[src/aucs_pkg.sv]
// Package for the upper configuration and status register group.
// Assumes byte-wide registers reached by a byte address on the device interface.
package aucs_pkg;
  localparam int ADDR_W = 8;
  localparam int DATA_W = 8;
  localparam logic [7:0] OFS_RESERVED_PAD = 8'h0F;
  localparam logic [7:0] OFS_INPUT_GAIN = 8'h10;
  localparam logic [7:0] OFS_ALARM_FLAGS = 8'h11;
  localparam logic [7:0] OFS_LOCK_STATUS = 8'h12;
  localparam logic [7:0] OFS_HOST_CMD = 8'h00;
  localparam logic [7:0] OFS_HOST_STAT = 8'h01;
  localparam logic [7:0] OFS_HOST_INT_MASK = 8'h02;
  localparam logic [7:0] OFS_HOST_INT_STAT = 8'h03;
  localparam logic [7:0] OFS_HOST_ADDR = 8'h04;
  localparam logic [7:0] OFS_HOST_WDATA = 8'h05;
  localparam logic [7:0] OFS_HOST_RDATA = 8'h06;
  localparam logic [7:0] RST_RESERVED_PAD = 8'h00;
  localparam logic [7:0] RST_INPUT_GAIN = 8'h50;
  localparam logic [7:0] RST_ALARM_FLAGS = 8'h00;
  localparam int GAIN_SEL_MSB = 6;
  localparam int GAIN_SEL_LSB = 4;
  localparam int GAIN_CODE_MSB = 3;
  localparam int GAIN_CODE_LSB = 0;
  localparam int LOCK_BIT = 5;
  localparam int CHECK_ERR_BIT = 4;
  localparam logic [7:0] INPUT_GAIN_WMASK = 8'h7F;
  localparam logic [2:0] SEL_RESERVED = 3'h7;
  localparam logic [3:0] GAIN_MAX = 4'hB;
  localparam logic [3:0] REVISION_DEFAULT = 4'h1;
  localparam int CMD_WRITE_BIT = 0;
  localparam int CMD_READ_BIT = 1;
  localparam int ST_BUSY_BIT = 0;
  localparam int ST_REFUSED_BIT = 1;
  localparam int EV_DONE_BIT = 0;
  localparam int EV_REFUSED_BIT = 1;
endpackage

[src/aucs_if.sv]
// Interface joining the host controller and the register group.
// Assumes both ends share clk_i and reset_i.
`timescale 1ns/1ps
`default_nettype none
interface aucs_if;
  logic [7:0] addr;
  logic [7:0] wdata;
  logic wr;
  logic rd;
  logic [7:0] rdata;
  modport dev (input addr, input wdata, input wr, input rd, output rdata);
  modport host (output addr, output wdata, output wr, output rd, input rdata);
endinterface
`default_nettype wire

[src/aucs_host.sv]
// Host end: executes one register read or write ordered by software.
// Assumes the device answers a read in the cycle after the strobe.
`timescale 1ns/1ps
`default_nettype none
module aucs_host
  import aucs_pkg::*;
(
  input wire logic clk_i,
  input wire logic reset_i,
  aucs_if.host bus,
  input wire logic [7:0] sw_addr_i,
  input wire logic [7:0] sw_wdata_i,
  input wire logic sw_wr_i,
  input wire logic sw_rd_i,
  output logic [7:0] sw_rdata_o,
  output logic irq_o
);
  typedef enum logic [2:0] {
    ST_IDLE = 3'b001,
    ST_ISSUE = 3'b010,
    ST_WAIT = 3'b100
  } aucs_host_fsm_type;

  typedef struct packed {
    aucs_host_fsm_type fsm;
    logic [7:0] tgt_addr;
    logic [7:0] tgt_wdata;
    logic is_read;
    logic [7:0] result;
    logic refused;
    logic [1:0] int_mask;
    logic [1:0] int_stat;
    logic [7:0] sw_rdata;
    logic irq;
    logic [7:0] addr;
    logic [7:0] wdata;
    logic wr;
    logic rd;
  } aucs_host_state_type;

  aucs_host_state_type s_q, s_d;
  logic [7:0] clean_wdata;
  logic bad_write;

  always_comb begin
    s_d = s_q;
    s_d.sw_rdata = 8'h00;
    s_d.wr = 1'b0;
    s_d.rd = 1'b0;
    clean_wdata = s_q.tgt_wdata;
    bad_write = 1'b0;
    // Reserved fields always written as zero
    case (s_q.tgt_addr)
      OFS_RESERVED_PAD: clean_wdata = 8'h00;
      OFS_INPUT_GAIN: begin
        clean_wdata = s_q.tgt_wdata & INPUT_GAIN_WMASK;
        bad_write = clean_wdata[GAIN_SEL_MSB:GAIN_SEL_LSB] == SEL_RESERVED;
      end
      OFS_LOCK_STATUS: clean_wdata = {2'b00, 1'b0, s_q.tgt_wdata[CHECK_ERR_BIT], 4'h0};
      default: clean_wdata = s_q.tgt_wdata;
    endcase
    case (s_q.fsm)
      ST_IDLE: s_d.fsm = ST_IDLE;
      ST_ISSUE: begin
        if (!s_q.is_read && bad_write) begin
          s_d.refused = 1'b1;
          s_d.int_stat[EV_REFUSED_BIT] = 1'b1;
          s_d.fsm = ST_IDLE;
        end else begin
          s_d.refused = 1'b0;
          s_d.addr = s_q.tgt_addr;
          s_d.wdata = clean_wdata;
          s_d.wr = !s_q.is_read;
          s_d.rd = s_q.is_read;
          s_d.fsm = ST_WAIT;
        end
      end
      ST_WAIT: begin
        if (!s_q.wr && !s_q.rd) begin
          if (s_q.is_read) begin
            s_d.result = bus.rdata;
          end
          s_d.int_stat[EV_DONE_BIT] = 1'b1;
          s_d.fsm = ST_IDLE;
        end
      end
      default: s_d.fsm = ST_IDLE;
    endcase
    if (sw_rd_i) begin
      case (sw_addr_i)
        OFS_HOST_STAT: s_d.sw_rdata = {6'h00, s_q.refused, s_q.fsm != ST_IDLE};
        OFS_HOST_INT_MASK: s_d.sw_rdata = {6'h00, s_q.int_mask};
        OFS_HOST_INT_STAT: begin
          s_d.sw_rdata = {6'h00, s_q.int_stat};
          // Events of this same cycle survive the clear only in bits that read as zero
          s_d.int_stat = s_d.int_stat & ~s_q.int_stat;
        end
        OFS_HOST_ADDR: s_d.sw_rdata = s_q.tgt_addr;
        OFS_HOST_WDATA: s_d.sw_rdata = s_q.tgt_wdata;
        OFS_HOST_RDATA: s_d.sw_rdata = s_q.result;
        default: s_d.sw_rdata = 8'h00;
      endcase
    end
    if (sw_wr_i) begin
      case (sw_addr_i)
        OFS_HOST_CMD: begin
          // Orders given while busy are dropped
          if (s_q.fsm == ST_IDLE && (sw_wdata_i[CMD_WRITE_BIT] || sw_wdata_i[CMD_READ_BIT])) begin
            s_d.is_read = sw_wdata_i[CMD_READ_BIT];
            s_d.fsm = ST_ISSUE;
          end
        end
        OFS_HOST_INT_MASK: s_d.int_mask = sw_wdata_i[1:0];
        OFS_HOST_ADDR: s_d.tgt_addr = sw_wdata_i;
        OFS_HOST_WDATA: s_d.tgt_wdata = sw_wdata_i;
        default: s_d.int_mask = s_d.int_mask;
      endcase
    end
    s_d.irq = |(s_d.int_stat & s_d.int_mask);
  end

  always_ff @(posedge clk_i) begin
    if (reset_i) begin
      s_q <= '{fsm: ST_IDLE, default: '0};
    end else begin
      s_q <= s_d;
    end
  end

  assign bus.addr = s_q.addr;
  assign bus.wdata = s_q.wdata;
  assign bus.wr = s_q.wr;
  assign bus.rd = s_q.rd;
  assign sw_rdata_o = s_q.sw_rdata;
  assign irq_o = s_q.irq;
endmodule
`default_nettype wire

[src/flat_wrapper.sv]
// flat-port wrapper written by rule: the top's interface ports become plain ports
module aucs_host_flat import aucs_pkg::*;
  (clk_i, reset_i, sw_addr_i, sw_wdata_i, sw_wr_i, sw_rd_i, sw_rdata_o, irq_o, bus_addr, bus_wdata, bus_wr, bus_rd, bus_rdata);
  aucs_if bus_i ();
  input wire logic clk_i;
  input wire logic reset_i;
  input wire logic [7:0] sw_addr_i;
  input wire logic [7:0] sw_wdata_i;
  input wire logic sw_wr_i;
  input wire logic sw_rd_i;
  output logic [7:0] sw_rdata_o;
  output logic irq_o;
  output wire logic [$bits(bus_i.addr)-1:0] bus_addr;
  output wire logic [$bits(bus_i.wdata)-1:0] bus_wdata;
  output wire logic [$bits(bus_i.wr)-1:0] bus_wr;
  output wire logic [$bits(bus_i.rd)-1:0] bus_rd;
  input wire logic [$bits(bus_i.rdata)-1:0] bus_rdata;
  assign bus_addr = bus_i.addr;
  assign bus_wdata = bus_i.wdata;
  assign bus_wr = bus_i.wr;
  assign bus_rd = bus_i.rd;
  assign bus_i.rdata = bus_rdata;
  aucs_host u_core (.clk_i(clk_i), .reset_i(reset_i), .bus(bus_i), .sw_addr_i(sw_addr_i), .sw_wdata_i(sw_wdata_i), .sw_wr_i(sw_wr_i), .sw_rd_i(sw_rd_i), .sw_rdata_o(sw_rdata_o), .irq_o(irq_o));
endmodule
[config.mk]
export PLATFORM = sky130hd
export DESIGN_NAME = aucs_host_flat
export DESIGN_NICKNAME = d
export VERILOG_FILES = /design/src/aucs_pkg.sv /design/src/aucs_if.sv /design/src/aucs_host.sv /design/src/flat_wrapper.sv
export SDC_FILE = /design/constraint.sdc
export NUM_CORES = 1
export LEC_CHECK = 0
export BUFFER_PORTS_ARGS = -buffer_cell sky130_fd_sc_hd__buf_2
export CORE_AREA = 2 2 87 89
export CTS_BUF_LIST = sky130_fd_sc_hd__clkbuf_8 sky130_fd_sc_hd__clkbuf_16
export DETAILED_ROUTE_END_ITERATION = 6
export DIE_AREA = 0 0 89 91
export SLEW_MARGIN = 25
export SYNTH_ARGS = -nofsm -noshare
export SYNTH_HDL_FRONTEND = slang
export SYNTH_SLANG_ARGS = --single-unit
[constraint.sdc]
create_clock -name clk_i -period 6 [get_ports clk_i]
set_input_delay 1.8 -clock clk_i [delete_from_list [all_inputs] [get_ports clk_i]]
set_output_delay 1.8 -clock clk_i [all_outputs]
set_load 0.005 [all_outputs]
==> flow_metrics.py <==
metrics = {
    "sta": {
        "hold_slack_ns": 0.467,
        "setup_viol": 0,
        "max_freq_mhz": 321,
        "report.final.slew_viol_count": 0,
        "fin_skew_ns": 0.00635,
        "fin_setup_tns_ns": 0,
        "timing.final.crit_period_ns": 3.11,
        "hold_viol": 0,
        "rsz0062_at_grt": "no",
        "tightestPinTransition_ns": 0.833,
        "fin_crit_sh_pct": 51.9,
        "slew-limit-headroom_pct": 44.4,
    },
    "pwr": {
        "p_leak_nw": 1.23,
        "power_mw": 0.836,
        "peakVddDrop_mv": 0.103,
        "pwr_density_cell_nw_per_um2": 277,
    },
    "cells_and_area": {
        "drive_above_1_share_pct": 27.4,
        "finalNonFillerCells": 402,
        "diodes": 0,
        "area_growth_pct": 13.8,
        "nets": 326,
    },
    "clocking": {
        "clock_latency_ns": 0.34,
        "htree_levels": 3,
        "numClockSinks": 60,
        "cts_setup_buffers": 0,
        "clk_pin_slew_ns": 0.07,
        "holdBufCountCts": 0,
        "cts_tree": "built",
        "cts-resized-gates": 0,
        "clock_path_buffers": 2,
        "cts_inserted_buffers": 9,
        "root_buffer": "clkbuf_8",
    },
    "critical_path": {
        "endpoint": "u_core.s_q[49]$_SDFFE_PP0P_",
        "r2r-start": "u_core.s_q[58]$_SDFF_PP0_",
        "startpoint_type": "input port",
        "crit_fanout": 8,
        "cp_data_required_time_ns": 6.20,
        "cp-end-kind": "flop",
        "slowest_stage": "and4_1",
        "r2r_cells": 4,
        "max_stage_delay_ns": 0.59,
        "crit_family": "simple AND/OR/NAND/NOR gates",
        "arrival_ns": 3.31,
        "r2r-end": "u_core.bus.wdata[7]$_SDFFE_PP0N_",
        "cp-startpoint": "sw_addr_i[5]",
        "path_depth": 5,
        "crit_chain": "buf_2 > nor4_1 > and4_1 > mux2i_1 > nor2_1",
        "ff2ff_setup_slack_ns": 3.66,
        "critPathBufInv": 1,
        "critical_path_class": "in2reg",
    },
    "die": {
        "die_area_um2": 8100,
        "die_w_um": 89,
        "coreArea_um2": 7140,
        "pin_count": 55,
        "start_util_pct": 37.1,
        "dieHeight_um": 91,
        "rows": 31,
    },
    "global_route": {
        "grt_max_degree": 41,
        "grt_pass1_wl_mm": 9.51,
        "grt_pass1_vias": 1856,
        "antenna_found_initial": 0,
        "track_usage_pct": 15.5,
        "overflow": 0,
    },
    "routing": {
        "wl_per_cell_um": 15.1,
        "num_vias": 1996,
        "ant_nets": 0,
        "dr.pass1.iters": 4,
        "routed_via_density": 4.97,
        "drc": 0,
        "routed_wl_mm": 6.05,
        "drt_iter0_markers": 174,
    },
    "yosys": {
        "synth_most_common_cell": "dfxtp_1",
        "synth_nets": 301,
        "synth_edf_count": 0,
        "synth-warning-count": 0,
        "synthTopCellsByArea": "dfxtp_1 45%, mux2i_1 7.9%, buf_4 6.8%",
        "synth_top_area_share_pct": 45.3,
        "ys_types": 50,
        "ys_dominant_reg_cell": "dfxtp_1",
        "yosys-top-cells-count": "60 x dfxtp_1, 33 x nor2_1, 24 x buf_4",
        "seq_area_frac_synth_pct": 45.3,
        "synth_seq_cells": 60,
        "synthCells": 273,
        "async_flop_share_pct": 0,
        "netlist.top_cell.by_area": "dfxtp_1",
        "avgSynthCellArea_um2": 9.71,
        "netlist_area_um2": 2650,
    },
    "run_status": {
        "status": "finished clean",
    },
    "hold_path": {
        "worstHoldPathType": "reg2reg",
    },
    "placement": {
        "place_inst": 386,
        "port_buffers": 54,
        "place.gp.congestion": 0.788,
        "dp_hpwl_mm": 4.31,
    },
    "run": {
        "maxCapViolCount": 0,
    },
}
==> per-layer routing <==
metal  share of wire, %  routed length, um  track usage (%)  up-vias
li1                   -                  -                -     1015
met3                4.8                288             4.27        6
met5                  0                  0                0        -
met4                1.2                 73             6.34        0
met1                 49               2950             21.9      929
met2                 45               2740             22.0       46
==> registers in the layout, indices dropped and copies added (netlist names) <==
name and count:
u_core.bus.addr 8, u_core.bus.rd 1, u_core.bus.wdata 8, u_core.bus.wr 1, u_core.irq_o 1, u_core.s_q 33
u_core.sw_rdata_o 8
==> worst min-delay path, delay by kind of cell (launching register included) <==
kind	cells	cell delay, ns
buf+inv	1	0.06
compound gates	1	0.06
flops	1	0.30
==> layout by cell type, fill, tap and decap left out, types with 6 or more instances in the layout <==
| cell type | synthesis | routed |
|---|---|---|
| a22oi_1 | 6 | 6 |
| nand3_1 | 12 | 12 |
| nor2_1 | 33 | 33 |
| nand2_1 | 11 | 11 |
| a21oi_1 | 11 | 11 |
| mux2i_1 | 21 | 21 |
| dfxtp_1 | 60 | 60 |
| mux2_2 | 6 | 6 |
| buf_2 | 3 | 54 |
| a22o_1 | 14 | 14 |
| clkbuf_8 | 0 | 9 |
==> through the flow <==
step,util (%),cell area (um2),setup WS (ns)
floorplan,-,2650,2.73
global placement,39.1,2790,2.58
detailed placement,39.1,2790,2.56
CTS,42.3,3020,2.92
global route,42.3,3020,2.80
finish,42.3,3020,2.89
==> kinds of logic (layout without fill, tap and decap cells) <==
logic type      Yosys count  after routing  synth area share, %
compound gates           49             49                 14.0
mux                      27             27                 10.5
simple gates             93             93                 20.1
flops                    60             60                 45.3
buf+inv                  44             74                 10.1
==> where the power goes <==
part	leakage (nW)	switching [mW]	internal [mW]	total, mW
clock network	0.102	0.170	0.236	0.405
logic	0.648	0.0213	0.0111	0.0324
registers	0.483	0.000171	0.398	0.398
total	1.23	0.191	0.645	0.836
==> worst min path at each step <==
stage,end,start,cells after the start
detailed placement,u_core.s_q[31]$_SDFFE_PP0N_,u_core.s_q[31]$_SDFFE_PP0N_,2
floorplan,u_core.s_q[31]$_SDFFE_PP0N_,u_core.s_q[31]$_SDFFE_PP0N_,2
finish,u_core.s_q[31]$_SDFFE_PP0N_,u_core.s_q[31]$_SDFFE_PP0N_,2
global route,u_core.bus.addr[6]$_SDFFE_PP0N_,u_core.bus.addr[6]$_SDFFE_PP0N_,1
global placement,u_core.s_q[31]$_SDFFE_PP0N_,u_core.s_q[31]$_SDFFE_PP0N_,2
CTS,u_core.s_q[31]$_SDFFE_PP0N_,u_core.s_q[31]$_SDFFE_PP0N_,2
==> layout make-up <==
type | count | area (um2)
Fill cell | 752 | 4120
Sequential cell | 60 | 1200
Multi-Input combinational cell | 169 | 1180
Timing Repair Buffer | 54 | 270
Clock buffer | 9 | 124
Tap cell | 99 | 124
Clock inverter | 7 | 100
Inverter | 4 | 15.0
Note: power is estimated with default switching activity, not from simulation.
